<file path="src/hw/adc_seq_pkg.sv">
// Package with register map, field layout and timing constants of the converter control
package adc_seq_pkg;

	// ****************************************
	// Register indices and byte addresses
	// ****************************************
	localparam logic [31:0] reg_index_control = 32'h0000_7f20;
	localparam logic [31:0] reg_index_mode = 32'h0000_7f21;
	localparam logic [31:0] reg_index_result_low = 32'h0000_7f22;
	localparam logic [31:0] reg_index_result_high = 32'h0000_7f23;
	localparam logic [31:0] addr_control = {reg_index_control[29:0], 2'b00};
	localparam logic [31:0] addr_mode = {reg_index_mode[29:0], 2'b00};
	localparam logic [31:0] addr_result_low = {reg_index_result_low[29:0], 2'b00};
	localparam logic [31:0] addr_result_high = {reg_index_result_high[29:0], 2'b00};

	// ****************************************
	// Field positions
	// ****************************************
	localparam int ctrl_channel_msb = 7;
	localparam int ctrl_channel_lsb = 4;
	localparam int ctrl_compare_bit = 3;
	localparam int ctrl_start_bit = 2;
	localparam int ctrl_done_bit = 1;
	localparam int ctrl_irq_enable_bit = 0;
	localparam int mode_resolution_bit = 6;
	localparam int mode_offset_bit = 2;
	localparam int mode_md_msb = 1;
	localparam int mode_md_lsb = 0;
	localparam int low_data_msb = 7;
	localparam int low_data_lsb = 4;
	localparam int low_compare_result_bit = 7;
	localparam int low_divide_high_bit = 0;

	// ****************************************
	// Reset values
	// ****************************************
	localparam logic [7:0] control_reset = 8'h00;
	localparam logic [7:0] mode_reset = 8'h00;
	localparam logic [7:0] result_low_reset = 8'h00;
	localparam logic [7:0] result_high_reset = 8'h00;

	// ****************************************
	// Timing, in units of 2^code pclk each; overhead in pclk cycles
	// ****************************************
	localparam logic [7:0] conv12_units = 8'h34;
	localparam logic [7:0] conv8_units = 8'h20;
	localparam logic [7:0] compare_units = 8'h1c;
	localparam logic [15:0] conv_overhead = 16'h0002;

	// ****************************************
	// Types
	// ****************************************
	typedef enum logic {st_idle, st_run} op_state_t;

endpackage

</file>
<file path="src/hw/adc_level_sync.sv">
// Two-flop synchroniser for the digitised analog input level
`timescale 1ns/1ps
module adc_level_sync
	import adc_seq_pkg::*;
#(
	parameter int width = 12
)
(
	// Clock and reset
	input wire logic pclk,
	input wire logic presetn,
	// Level in and out
	input wire logic [width-1:0] level_in,
	output logic [width-1:0] level_out
);

	logic [width-1:0] stage1;

	genvar i;
	generate
		for (i = 0; i < width; i++)
		begin : g_bit
			always_ff @(posedge pclk or negedge presetn)
			begin
				if (!presetn)
				begin
					stage1[i] <= 1'b0;
					level_out[i] <= 1'b0;
				end
				else
				begin
					stage1[i] <= level_in[i];
					level_out[i] <= stage1[i];
				end
			end
		end
	endgenerate

endmodule

</file>
<file path="src/hw/adc_cycle_timer.sv">
// Operation timer loaded from mode and division settings
`timescale 1ns/1ps
module adc_cycle_timer
	import adc_seq_pkg::*;
(
	// Clock and reset
	input wire logic pclk,
	input wire logic presetn,
	// Control
	input wire logic load,
	input wire logic abort,
	input wire logic [2:0] divide_code,
	input wire logic [7:0] units,
	input wire logic double_time,
	// Status
	output logic expired,
	output logic running
);

	logic [15:0] count;
	logic [15:0] base_count;
	logic [15:0] load_count;

	// Units scaled by 2^code, plus fixed overhead
	assign base_count = ({8'h00, units} << divide_code) + conv_overhead;
	assign load_count = double_time ? {base_count[14:0], 1'b0} : base_count;

	always_ff @(posedge pclk or negedge presetn)
	begin
		if (!presetn)
		begin
			count <= 16'h0000;
			running <= 1'b0;
			expired <= 1'b0;
		end
		else
		begin
			expired <= 1'b0;
			if (load)
			begin
				count <= load_count;
				running <= 1'b1;
			end
			else if (abort)
			begin
				running <= 1'b0;
			end
			else if (running)
			begin
				// One cycle early; the done flag register adds the last
				if (count == 16'h0002)
				begin
					running <= 1'b0;
					expired <= 1'b1;
				end
				count <= count - 16'h0001;
			end
		end
	end

endmodule

</file>
<file path="src/hw/adc_sequencing_control.sv">
// Sequencing control of the successive-approximation converter with APB registers
//
// Notes on behaviour
// - High divide bit 1 with low code 01 gives division by 32.
// - Channel field, control bits 7..4, routes the chosen input; 0001 is input 1.
// - Writing 1 to start, control bit 2, begins an operation with current settings.
// - On finishing, done flag sets and start clears in the same cycle.
// - Done flag at control bit 1 stays set until software writes 0.
// - A comparison lasts 28 times division factor plus 2 cycles.
// - After comparison, low byte bit 7 is 1 when reference is below input.
// - Repeating needs only a new start; mode, division and channel are kept.
// - Writing 0 to start mid-operation aborts it; results are then invalid.
// - Reset clears start and halts the converter at once.
// - With interrupt enable set, completion raises the interrupt request.
// - Three-bit division code 000..111 maps to factors 1 through 128.
// - 12-bit takes 52 units, 8-bit takes 32 units, each plus 2 cycles.
// - 12-bit result: top 8 to high byte, low 4 to low bits 7..4.
// - First 12-bit conversion after reset or after 8-bit mode takes double time.
`timescale 1ns/1ps
module adc_sequencing_control
	import adc_seq_pkg::*;
#(
	parameter logic [7:0] conv12_time_units = conv12_units,
	parameter logic [7:0] conv8_time_units = conv8_units,
	parameter logic [7:0] compare_time_units = compare_units
)
(
	// Clock and reset
	input wire logic pclk,
	input wire logic presetn,
	// APB slave
	input wire logic psel,
	input wire logic penable,
	input wire logic pwrite,
	input wire logic [31:0] paddr,
	input wire logic [31:0] pwdata,
	output logic [31:0] prdata,
	output logic pready,
	output logic pslverr,
	// Analog sampling and comparison circuitry
	input wire logic [11:0] analog_input_level,
	output logic [3:0] input_channel_select,
	output logic sample_enable,
	output logic offset_compensation_enable,
	output logic comparator_mode_select,
	output logic resolution_select,
	// Completion interrupt request
	output logic done_irq
);

	// ****************************************
	// Declarations
	// ****************************************
	op_state_t state;
	op_state_t next_state;
	logic conversion_done_flag;
	logic done_interrupt_enable;
	logic [1:0] clock_divide_low;
	logic clock_divide_high;
	logic [3:0] result_low_data;
	logic [7:0] result_high_byte;
	logic need_double;
	logic run_compare;
	logic run_low_res;
	logic [11:0] level_sync;
	logic setup_phase;
	logic write_access;
	logic [2:0] decoded;
	logic wr_control;
	logic wr_mode;
	logic wr_low;
	logic wr_high;
	logic launch;
	logic abort;
	logic expired;
	logic [7:0] op_units;
	logic double_time;
	logic [7:0] read_byte;

	// ****************************************
	// Address decode
	// ****************************************
	// Returns {hit, index}
	function automatic logic [2:0] reg_decode(input logic [31:0] addr);
		logic [2:0] result;
		result = 3'b000;
		case (addr)
			addr_control: result = 3'b100;
			addr_mode: result = 3'b101;
			addr_result_low: result = 3'b110;
			addr_result_high: result = 3'b111;
			default: result = 3'b000;
		endcase
		return result;
	endfunction

	assign decoded = reg_decode(paddr);
	assign setup_phase = psel & ~penable;
	assign write_access = psel & penable & pready & pwrite;
	assign wr_control = write_access & (reg_decode(paddr) == 3'b100);
	assign wr_mode = write_access & (reg_decode(paddr) == 3'b101);
	assign wr_low = write_access & (reg_decode(paddr) == 3'b110);
	assign wr_high = write_access & (reg_decode(paddr) == 3'b111);

	// ****************************************
	// APB answer
	// ****************************************
	always_comb
	begin
		case (decoded)
			3'b100: read_byte = {input_channel_select, comparator_mode_select,
				state == st_run, conversion_done_flag, done_interrupt_enable};
			3'b101: read_byte = {1'b0, resolution_select, 3'b000,
				offset_compensation_enable, clock_divide_low};
			3'b110: read_byte = {result_low_data, 3'b000, clock_divide_high};
			3'b111: read_byte = result_high_byte;
			default: read_byte = 8'h00;
		endcase
	end

	// One wait-free access phase; data ready at the end of setup
	always_ff @(posedge pclk or negedge presetn)
	begin
		if (!presetn)
		begin
			pready <= 1'b0;
			prdata <= 32'h0000_0000;
			pslverr <= 1'b0;
		end
		else
		begin
			pready <= setup_phase;
			pslverr <= setup_phase & ~decoded[2];
			if (setup_phase && !pwrite)
			begin
				prdata <= {24'h000000, read_byte};
			end
		end
	end

	// ****************************************
	// Start, abort and state
	// ****************************************
	// New start from idle
	assign launch = wr_control & pwdata[ctrl_start_bit] & (state == st_idle);
	assign abort = wr_control & ~pwdata[ctrl_start_bit] & (state == st_run);

	always_comb
	begin
		next_state = state;
		case (state)
			st_idle:
			begin
				if (launch)
				begin
					next_state = st_run;
				end
			end
			st_run:
			begin
				if (expired || abort)
				begin
					next_state = st_idle;
				end
			end
			default: next_state = st_idle;
		endcase
	end

	// Reset drops start and stops sampling at once
	always_ff @(posedge pclk or negedge presetn)
	begin
		if (!presetn)
		begin
			state <= st_idle;
			sample_enable <= 1'b0;
		end
		else
		begin
			state <= next_state;
			sample_enable <= (next_state == st_run);
		end
	end

	// Mode captured at launch for result routing
	always_ff @(posedge pclk or negedge presetn)
	begin
		if (!presetn)
		begin
			run_compare <= 1'b0;
			run_low_res <= 1'b0;
		end
		else if (launch)
		begin
			run_compare <= comparator_mode_select;
			run_low_res <= resolution_select;
		end
	end

	// ****************************************
	// Control register fields
	// ****************************************
	// Channel, compare select and interrupt enable
	always_ff @(posedge pclk or negedge presetn)
	begin
		if (!presetn)
		begin
			input_channel_select <= control_reset[ctrl_channel_msb:ctrl_channel_lsb];
			comparator_mode_select <= control_reset[ctrl_compare_bit];
			done_interrupt_enable <= control_reset[ctrl_irq_enable_bit];
		end
		else if (wr_control)
		begin
			input_channel_select <= pwdata[ctrl_channel_msb:ctrl_channel_lsb];
			comparator_mode_select <= pwdata[ctrl_compare_bit];
			done_interrupt_enable <= pwdata[ctrl_irq_enable_bit];
		end
	end

	// Sticky done flag, set wins over a clearing write
	always_ff @(posedge pclk or negedge presetn)
	begin
		if (!presetn)
		begin
			conversion_done_flag <= control_reset[ctrl_done_bit];
		end
		else if (expired)
		begin
			conversion_done_flag <= 1'b1;
		end
		else if (wr_control && !pwdata[ctrl_done_bit])
		begin
			conversion_done_flag <= 1'b0;
		end
	end

	// Interrupt request follows flag and enable
	always_ff @(posedge pclk or negedge presetn)
	begin
		if (!presetn)
		begin
			done_irq <= 1'b0;
		end
		else
		begin
			done_irq <= conversion_done_flag & done_interrupt_enable;
		end
	end

	// ****************************************
	// Mode register fields
	// ****************************************
	// Resolution and division settings kept across operations
	always_ff @(posedge pclk or negedge presetn)
	begin
		if (!presetn)
		begin
			resolution_select <= mode_reset[mode_resolution_bit];
			offset_compensation_enable <= mode_reset[mode_offset_bit];
			clock_divide_low <= mode_reset[mode_md_msb:mode_md_lsb];
		end
		else if (wr_mode)
		begin
			resolution_select <= pwdata[mode_resolution_bit];
			offset_compensation_enable <= pwdata[mode_offset_bit];
			clock_divide_low <= pwdata[mode_md_msb:mode_md_lsb];
		end
	end

	// Double time pending after reset or any time in 8-bit mode
	always_ff @(posedge pclk or negedge presetn)
	begin
		if (!presetn)
		begin
			need_double <= 1'b1;
		end
		else if (resolution_select)
		begin
			need_double <= 1'b1;
		end
		else if (expired && !run_compare && !run_low_res)
		begin
			need_double <= 1'b0;
		end
	end

	// ****************************************
	// Result registers
	// ****************************************
	adc_level_sync #(
		.width(12)
	) u_level_sync (
		.pclk(pclk),
		.presetn(presetn),
		.level_in(analog_input_level),
		.level_out(level_sync)
	);

	// High byte doubles as comparison reference
	always_ff @(posedge pclk or negedge presetn)
	begin
		if (!presetn)
		begin
			result_high_byte <= result_high_reset;
		end
		else if (expired && !run_compare)
		begin
			result_high_byte <= level_sync[11:4];
		end
		else if (wr_high)
		begin
			result_high_byte <= pwdata[7:0];
		end
	end

	always_ff @(posedge pclk or negedge presetn)
	begin
		if (!presetn)
		begin
			result_low_data <= result_low_reset[low_data_msb:low_data_lsb];
		end
		else if (expired && run_compare)
		begin
			// Bit 7 high when reference below input
			result_low_data[low_compare_result_bit - low_data_lsb] <=
				(result_high_byte < level_sync[11:4]);
		end
		else if (expired && !run_low_res)
		begin
			// Lower four bits in 12-bit mode only
			result_low_data <= level_sync[3:0];
		end
		else if (wr_low)
		begin
			result_low_data <= pwdata[low_data_msb:low_data_lsb];
		end
	end

	// High division bit lives in the low result register
	always_ff @(posedge pclk or negedge presetn)
	begin
		if (!presetn)
		begin
			clock_divide_high <= result_low_reset[low_divide_high_bit];
		end
		else if (wr_low)
		begin
			clock_divide_high <= pwdata[low_divide_high_bit];
		end
	end

	// ****************************************
	// Operation timing
	// ****************************************
	// Comparison units; conversion units per resolution
	always_comb
	begin
		if (comparator_mode_select)
		begin
			op_units = compare_time_units;
		end
		else if (resolution_select)
		begin
			op_units = conv8_time_units;
		end
		else
		begin
			op_units = conv12_time_units;
		end
	end

	assign double_time = need_double & ~comparator_mode_select & ~resolution_select;

	// Counter loaded at launch; code scales by 2^code
	adc_cycle_timer u_timer (
		.pclk(pclk),
		.presetn(presetn),
		.load(launch),
		.abort(abort),
		.divide_code({clock_divide_high, clock_divide_low}),
		.units(op_units),
		.double_time(double_time),
		.expired(expired),
		.running()
	);

endmodule

</file>
<file path="config.mk">
export PLATFORM = sky130hd
export DESIGN_NAME = adc_sequencing_control
export DESIGN_NICKNAME = d
export VERILOG_FILES = /design/src/hw/adc_seq_pkg.sv /design/src/hw/adc_level_sync.sv /design/src/hw/adc_cycle_timer.sv /design/src/hw/adc_sequencing_control.sv
export SDC_FILE = /design/constraint.sdc
export NUM_CORES = 1
export LEC_CHECK = 0
export BUFFER_PORTS_ARGS = -buffer_cell sky130_fd_sc_hd__buf_4
export CAP_MARGIN = 20
export CORE_MARGIN = 8
export CORE_UTILIZATION = 40
export DETAILED_ROUTE_END_ITERATION = 8
export GPL_ROUTABILITY_DRIVEN = 0
export HOLD_SLACK_MARGIN = 0.06
export PLACE_DENSITY = 0.74
export SKIP_LAST_GASP = 1
export SLEW_MARGIN = 0
export SYNTH_ARGS = -nofsm -noshare
export SYNTH_HDL_FRONTEND = slang
export SYNTH_SLANG_ARGS = --single-unit
</file>
<file path="constraint.sdc">
create_clock -name pclk -period 4.22 [get_ports pclk]
set_input_delay 0.844 -clock pclk [delete_from_list [all_inputs] [get_ports pclk]]
set_output_delay 0.844 -clock pclk [all_outputs]
set_load 0.005 [all_outputs]
</file>
=== Yosys cells after proc, flatten, opt, wreduce, memory -nomap -nowiden ===
Index checks and enable logic that the tools add are counted.

* Word-level logic and storage cells: 130
* Output and inout port bits: 43
* Bits in registers: 81
* Input bits: 81

* Mux-type cells: 28
* Reductions and logical operators: 19
* Shift operators: 1
* Bitwise operators: 23
* Equality and inequality tests: 10
* Order comparisons: 1
* Add/sub/neg operators: 2

{| class="wikitable"
|+ Operators with widths
! operator !! number
|-
| $eq 32x17->1 const B || 4
|-
| $mux 16 || 4
|-
| $pmux 8 s4 || 1
|-
| $add 16x2->16 const B || 1
|-
| $and 1x1->1 || 16
|-
| $eq 16x2->1 const B || 1
|-
| $mux 8 || 2
|-
| $shl 6x3->16 || 1
|-
| $sub 16x1->16 const B || 1
|-
| $mux 1 || 15
|-
| $eq 3x3->1 const B || 4
|-
| $pmux 3 s4 || 1
|-
| $reduce_bool 2->1 || 5
|-
| $lt 8x8->1 || 1
|-
| $mux 4 || 2
|-
| $not 1->1 || 7
|-
| $logic_and 1x1->1 || 6
|-
| $mux 6 || 1
|-
| $mux 5 || 1
|-
| $logic_not 1->1 || 4
|-
| $reduce_and 2->1 || 2
|-
| $reduce_bool 3->1 || 1
|-
| $ne 2x2->1 const B || 1
|-
| $pmux 1 s2 || 1
|-
| $logic_or 1x1->1 || 1
|}

=== Depth between registers and ports, before layout ===
Gate-level depths: netlist of run 1.

* Depth after elaboration: 9
* Mapped depth: 7
* Depth with buffers taken out: 7

=== Modules after synthesis ===
A second synthesis of run 1 with hierarchy kept.

* Cell total of the unflattened synthesis: 472
* Area, all modules: 4788.3 µm²

{| class="wikitable"
|+ By module, submodules not included
! module !! cells an instance !! times used !! area an instance (µm²) !! sequential area each (µm²)
|-
| adc_sequencing_control || 223 || 1 || 2404.8 || 977.2
|-
| adc_cycle_timer || 225 || 1 || 1783.0 || 450.4
|-
| adc_level_sync || 24 || 1 || 600.6 || 600.6
|}

=== Worst setup path before layout of run 1 ===
OpenSTA, ideal clock, no wires.

* Kind: input to register
* Start point: in paddr[23]
* End point: reg clock_divide_low[0]
* Path buffers: 1
* Stages on the path: 6
* Arrival: 2304 ps
* Setup slack: 1791 ps
* Library setup time: 125 ps
* Data required time: 4095 ps
* Cell sequence: nor4_4 > and4bb_1 > buf_6 > nand2_2 > nor4b_4 > mux2_2

* Word-level cells in the longest chain between the ends: 4
* Elaborated cells between the ends (all ways): 7
* Classes of those cells: 5 x eq/ne; 1 x mux; 1 x bitwise

{| class="wikitable"
|+ RTL lines
! item !! RTL line !! source
|-
| from (decl) || adc_sequencing_control.sv:35 || <nowiki>input wire logic [31:0] paddr,</nowiki>
|-
| $eq 32x17->1 || adc_sequencing_control.sv:87 || <nowiki>case (addr)</nowiki>
|-
| $pmux 3 s4 (*) || adc_sequencing_control.sv:87 ||
|-
| $eq 3x3->1 (*) || adc_sequencing_control.sv:101 || <nowiki>assign wr_mode = write_access & (reg_decode(paddr) == 3'b101);</nowiki>
|-
| $and 1x1->1 (*) || adc_sequencing_control.sv:101 ||
|-
| to (signal assigned) || adc_sequencing_control.sv:260 || <nowiki>clock_divide_low <= mode_reset[mode_md_msb:mode_md_lsb];</nowiki>
|-
| to (signal assigned) || adc_sequencing_control.sv:266 || <nowiki>clock_divide_low <= pwdata[mode_md_msb:mode_md_lsb];</nowiki>
|-
| to (decl) || adc_sequencing_control.sv:58 || <nowiki>logic [1:0] clock_divide_low;</nowiki>
|}

Every way passes the cells marked *; elsewhere a longest branch is shown, timed or not.
A chain may end at the register's enable or synchronous reset.

=== Worst setup path in the final report of run 1 ===
* Start point: in paddr[5]
* End point: reg u_timer.count[6]

* Word-level cells in the longest chain between the ends: 8
* Elaborated cells between the ends (all ways): 15
* Classes of those cells: 6 x eq/ne; 2 x mux; 5 x bitwise; 2 x reduce/logical

{| class="wikitable"
|+ RTL lines
! item !! RTL line !! source
|-
| $eq 32x17->1 || adc_sequencing_control.sv:87 ||
|-
| $pmux 3 s4 (*) || adc_sequencing_control.sv:87 ||
|-
| $eq 3x3->1 (*) || adc_sequencing_control.sv:100 || <nowiki>assign wr_control = write_access & (reg_decode(paddr) == 3'b100);</nowiki>
|-
| $and 1x1->1 (*) || adc_sequencing_control.sv:100 ||
|-
| $and 1x1->1 (on tied branches) (2 in series) || adc_sequencing_control.sv:145, adc_sequencing_control.sv:146 ||
|-
| $ne 2x2->1 (no line) / $reduce_bool 2->1 (equally long branches) || n/a ||
|-
| $reduce_and 2->1 (no line) || n/a ||
|-
| to (signal assigned) || adc_cycle_timer.sv:41 || <nowiki>count <= load_count;</nowiki>
|-
| to (signal assigned) || adc_cycle_timer.sv:56 || <nowiki>count <= count - 16'h0001;</nowiki>
|-
| to (decl) || adc_cycle_timer.sv:20 || <nowiki>logic [15:0] count;</nowiki>
|}

Marked as above.

==> results of run 1 <==
## cell type report
type / instances / share of cell area [%]
multi-input cells: 325 / 42.3
clock buffers: 10 / 4.32
well taps: 143 / 3.24
clock inverters: 5 / 1.15
flip-flops and latches: 81 / 36.7
repair buffers: 77 / 10.8
inverters: 22 / 1.49
## through the flow
stage	utilization, %	setup WS [ns]	hold slack [ns]
finish	48.2	1.53	0.344
detailed placement	45.3	1.17	0.336
global route	48.2	1.45	0.343
floorplan	-	1.79	0.331
CTS	48.0	1.54	0.350
global placement	45.3	1.26	0.332
## worst register-to-register path, cell delays in order (launching register included)
cell     delay [ns]
dfrtp_1        0.37
nand4_1        0.39
nor3_4         0.41
nand4_2        0.46
a21oi_1        0.37
o22ai_1        0.12
## sequential cells by signal, indices dropped and copies added (netlist names), 2 cells and up
name                    cells
u_timer.count              16
u_level_sync.level_out     12
u_level_sync.stage1        12
prdata                      8
result_high_byte            8
input_channel_select        4
result_low_data             4
clock_divide_low            2
## per-layer routing
| layer | track usage, % | wire length, µm | up-vias |
|---|---|---|---|
| met4 | 4.55 | 233 | 0 |
| met2 | 26.2 | 6030 | 115 |
| li1 | - | - | 1724 |
| met5 | 0 | 0 | - |
| met3 | 3.83 | 546 | 22 |
| met1 | 17.6 | 4760 | 1858 |
## cells in the final DEF, fill, tap and decap left out, types with 8 or more instances in the layout
cell type / n
nor2_1: 30
nor3_1: 9
o21ai_0: 31
buf_4: 76
nand2b_1: 9
a21oi_1: 20
mux2i_1: 17
conb_1: 24
nand3_1: 12
clkbuf_16: 9
mux2_2: 12
dfrtp_1: 80
ha_1: 9
a31oi_1: 8
inv_1: 21
nand2_1: 24
## final timing paths
path / from / end / cells after the start
max: paddr[5] / u_timer.count[6] / 6
min: presetn / u_timer.count[0] / 1
max reg2reg: pready / u_timer.count[1] / 5
min reg2reg: u_level_sync.stage1[11] / u_level_sync.level_out[11] / 0
max in group asynchronous: presetn / need_double / 2
min in group pclk: u_level_sync.stage1[11] / u_level_sync.level_out[11] / 0
## cell usage after synthesis, drive strengths merged (3+ instances only)
master	instances
mux2i	17
inv	21
nor2	30
nand4	8
nor2b	5
mux2	13
clkbuf	9
nor4b	3
dfrtp	80
o41ai	3
o21ai	32
o2bb2ai	4
a41oi	3
buf	36
nor4bb	3
and2	5
a31oi	8
a21o	4
or3	7
and3	6
nor3	11
o211ai	4
a22oi	5
a21oi	20
nand3	13
nand2	25
nor4	10
o22a	3
nand2b	9
ha	9
## cell families (layout without fill, tap and decap cells)
family | count (synthesis) | count (layout) | share of synthesized area (%)
other | 1 | 24 | 0.0792
adders and majority gates | 9 | 9 | 2.38
AOI/OAI and AO/OA | 108 | 108 | 15.6
muxes | 32 | 32 | 7.63
xor gates and xnor gates | 1 | 1 | 0.185
and+or+nand+nor | 151 | 151 | 21.7
buffers and inverters | 68 | 114 | 9.64
DFF | 81 | 81 | 42.8
## power by group
group          total, mW  internal [mW]  leakage, nW  switching (mW)
clock network      0.792          0.476        0.146           0.316
registers          0.801          0.793        0.984         0.00825
logic              0.124         0.0590         1.43          0.0649
==> impl_metrics.toml, run 1 <==
[placed_design]
place_area_um2 = 5200
io_buffers = 75
dpl.hpwl_um = 8550
dp.cells = 647

[grt]
grt_pass1_wl_um = 19500
grt.total_usage_pct = 15.0
overflow = 0
grt_max_degree = 82
grt_pass1_vias = 3871
antenna_found_initial = 0

[finish]
num_antenna_cells = 0
fillers = 1032
multiInputGateArea_um2 = 2340
area_growth_pct = 16.7
stdcell_count = 663
seq_area_um2 = 2030
nets = 606
layout-drive-gt1-share_pct = 26.0
final_area_um2 = 5530

[floorplanning]
start_util_pct = 41.3
ios = 124
die_area_um2 = 15600
die_h_um = 125
die_x_um = 125
coreArea_um2 = 11500
rows = 39

[clocking]
numCtsBuffers = 9
clockBufferDepth = 2
cts-root-buf = "clkbuf_16"
htree_levels = 3
ctsResizeCount = 0
cts_tree = "built"
ctsHoldBuffers = 0
path_clk_slew_ns = 0.06
clk_latency_ns = 0.33
clock_sinks = 81
post_cts_buffers = 0

[worst_setup_path]
cpMostUsedCell = "nor4_4"
slowest_delay_ns = 0.82
crit_path_end_kind = "flip-flop"
arrival_ns = 2.91
cp_max_fo = 15
cp.required_ns = 4.44
critPathLaunchType = "input pin"
cp_num_buf_inv = 1
cpMaxStageDelayCell = "nor4_4"
r2r_slack_ns = 1.96
path_delay_family = "simple AND/OR/NAND/NOR gates"
path_cells = "buf_4 -> nor4_4 -> nand4_4 -> nor4_4 -> o21ai_1 -> a221o_1"
worstSetupPathType = "input pin to flip-flop"

[synthesis]
yosysTopAreaCellShare_pct = 42.3
synthCells = 451
ys.warnings.count = 0
synth-seq-cells = 81
synth_largest_area_cell = "dfrtp_1"
ys_seq_area_share_pct = 42.8
synth_ff_type = "dfrtp_1"
syn_area_um2 = 4740
synth_enable_flop_cells = 0
synth.area.top_cells = "dfrtp_1 42%, buf_4 4.0%, mux2i_1 3.6%"
synth.distinct_cells = 83
syn_avg_cell_area_um2 = 10.5
async_reset_ff_share_pct = 100

[power]
finalPower_mw = 1.72
p_leak_nw = 2.56
peakVddDrop_mv = 0.311
power_density_nw_per_um2 = 311

[sta]
slew_violations = 0
setup_tns_ns = 0
rsz0062_at_grt = "false"
fin_crit_sh_pct = 63.7
period_needed_ns = 2.69
worst_slew_pin_slew_ns = 1.00
fin_skew_ns = 0.00414
finalSetupViolCount = 0
max_freq_mhz = 372
hold_violations = 0
max-slew-margin-rel_pct = 32.9

[detailed_routing]
vias = 3719
vias_per_cell = 5.61
first_pass_iters = 7
drc = 0
drt_iter0_drc = 188
post_drt_wl_per_cell_um = 17.4
antenna_left = 0
route.final.wire_length_um = 11600

[run_status]
outcome = "complete, no violations"

[hold_path]
min-delay-path-class = "input pin to asynchronous set/reset pin"

[flow_run]
max_cap_violations = 0
Note: power is estimated with default switching activity, not from simulation.
==> inputs of run 2 (changes only) <==
--- a/config.mk
+++ b/config.mk
@@ -12,7 +12,7 @@
 export DETAILED_ROUTE_END_ITERATION = 8
 export GPL_ROUTABILITY_DRIVEN = 0
 export HOLD_SLACK_MARGIN = 0.06
-export PLACE_DENSITY = 0.74
+export PLACE_DENSITY = 0.77
 export SKIP_LAST_GASP = 1
 export SLEW_MARGIN = 0
 export SYNTH_ARGS = -nofsm -noshare
==> constraint.sdc (replaced) <==
create_clock -name pclk -period 2.4 [get_ports pclk]
set_input_delay 0.48 -clock pclk [delete_from_list [all_inputs] [get_ports pclk]]
set_output_delay 0.48 -clock pclk [all_outputs]
set_load 0.005 [all_outputs]
==> impl_metrics.toml, run 2 (same netlist as run 1, synthesis figures left out) <==
[run_status]
outcome = "complete, no violations"

[sta]
hold_violations = 0
slew_violations = 0
rsz0062_at_grt = "false"
fin_skew_ns = 0.00583
fin_crit_sh_pct = 85.2
setup_tns_ns = 0
setup_ws_ns = 0.356
finalSetupViolCount = 0
max_freq_mhz = 489
period_needed_ns = 2.04
max-slew-margin-rel_pct = 60.6
worst_slew_pin_slew_ns = 0.591

[floorplanning]
coreArea_um2 = 11500
die_area_um2 = 15600
die_x_um = 125
start_util_pct = 41.3
die_h_um = 125
rows = 39
ios = 124

[clocking]
post_cts_buffers = 0
ctsHoldBuffers = 0
cts-root-buf = "clkbuf_16"
htree_levels = 3
numCtsBuffers = 9
path_clk_slew_ns = 0.06
clock_sinks = 81
clk_latency_ns = 0.34
ctsResizeCount = 0
cts_tree = "built"
clockBufferDepth = 2

[grt]
grt_pass1_vias = 3937
grt_pass1_wl_um = 19900
antenna_found_initial = 0
grt_max_degree = 45
grt.total_usage_pct = 15.4
overflow = 0

[worst_setup_path]
arrival_ns = 2.24
rr_worst_depth = 5
critPathLaunchType = "input pin"
timing.rr.end = "u_timer.count[9]"
worstSetupPathType = "input pin to flip-flop"
r2r_slack_ns = 0.39
crit_path_end_kind = "flip-flop"
cp.required_ns = 2.60
reg2reg_from = "u_timer.running"
cp_max_fo = 11

[placed_design]
dpl.hpwl_um = 8930
dpl_worst_slack_ns = 0.0646
io_buffers = 75

[finish]
largest_reg_flops = 16
layout-drive-gt1-share_pct = 28.1
top_register = "u_timer.count"
fillers = 997
seq_area_um2 = 2030
area_growth_pct = 19.4
final_cell_mix = "92 x buf_4, 80 x dfrtp_1, 31 x o21ai_0, 30 x nor2_1"
layout_commonest_cell = "buf_4"
multiInputGateArea_um2 = 2340
nets = 623
num_antenna_cells = 0
reg.largest.list = "u_timer.count x16, u_level_sync.level_out x12, u_level_sync.stage1 x12"

[power]
p_seq_share_pct = 46.8
p_sw_share_pct = 23.2
p_int_mw = 2.32
power_frac_comb_pct = 7.3
p_leak_nw = 2.63
p_switching_mw = 0.699
peakVddDrop_mv = 0.452
pwr-share-clk_pct = 46.0
power_density_nw_per_um2 = 533

[detailed_routing]
antenna_left = 0
vias = 3817
vias_per_cell = 5.60
drc = 0
route.final.wire_length_um = 12000
post_drt_wl_per_cell_um = 17.6
drt_iter0_drc = 316
first_pass_iters = 5

[flow_run]
max_cap_violations = 0

[hold_path]
min-delay-path-class = "input pin to asynchronous set/reset pin"
[run 2: layout make-up]
| type | instances | area share (%) |
|---|---|---|
| Clock buffer | 11 | 4.12 |
| Clock inverter | 5 | 1.13 |
| Inverter | 22 | 1.46 |
| Multi-Input combinational cell | 325 | 41.3 |
| Sequential cell | 81 | 35.9 |
| Tap cell | 143 | 3.16 |
| Timing Repair Buffer | 94 | 12.9 |
[run 2: per-layer routing]
layer  track usage, %  vias to the layer above  routed length [µm]
met1             17.6                     1879                4740
met2             27.3                      152                6240
met4             5.32                        0                 201
li1                 -                     1771                   -
met5                0                        -                   0
met3             3.87                       15                 794
[run 2: worst max path at each step]
| stage | from | endpoint | slack (ns) | depth (start not counted) |
|---|---|---|---|---|
| after detailed placement | paddr[26] | u_timer.count[6] | 0.06 | 7 |
| final | paddr[19] | u_timer.count[1] | 0.36 | 7 |
| after CTS | paddr[26] | u_timer.count[1] | 0.38 | 7 |
| after global placement | paddr[26] | u_timer.count[6] | 0.06 | 7 |
| after floorplan | paddr[23] | clock_divide_low[0] | 0.34 | 6 |
| after global routing | u_timer.count[1] | u_timer.count[8] | 0.19 | 7 |
[run 2: stage by stage]
stage | cells | area [µm²] | utilization, % | hold WS (ns) | power (mW)
2_1_floorplan | 474 | 4820 | - | 0.184 | 1.54
3_3_place_gp | 665 | 5360 | 46.7 | 0.332 | 1.64
5_1_grt | 681 | 5660 | 49.3 | 0.192 | 3.12
4_1_cts | 681 | 5660 | 49.3 | 0.166 | 3.04
3_5_place_dp | 665 | 5360 | 46.7 | 0.336 | 1.65
6_report | 681 | 5660 | 49.3 | 0.147 | 3.01
[run 2: power groups by stage]
stage | sequential, mW | clock, mW | combinational (mW)
floorplan | 1.43 | 0 | 0.108
global placement | 1.43 | 0 | 0.212
global route | 1.41 | 1.47 | 0.242
detailed placement | 1.43 | 0 | 0.217
CTS | 1.41 | 1.41 | 0.219
finish | 1.41 | 1.39 | 0.219
[run 2: critical path, cell delays in order]
cell and delay, ns:
buf_4 0.12, nor4_4 0.34, and4bb_1 0.29, buf_4 0.19, nand4_2 0.34, a21oi_1 0.36, o22ai_1 0.12
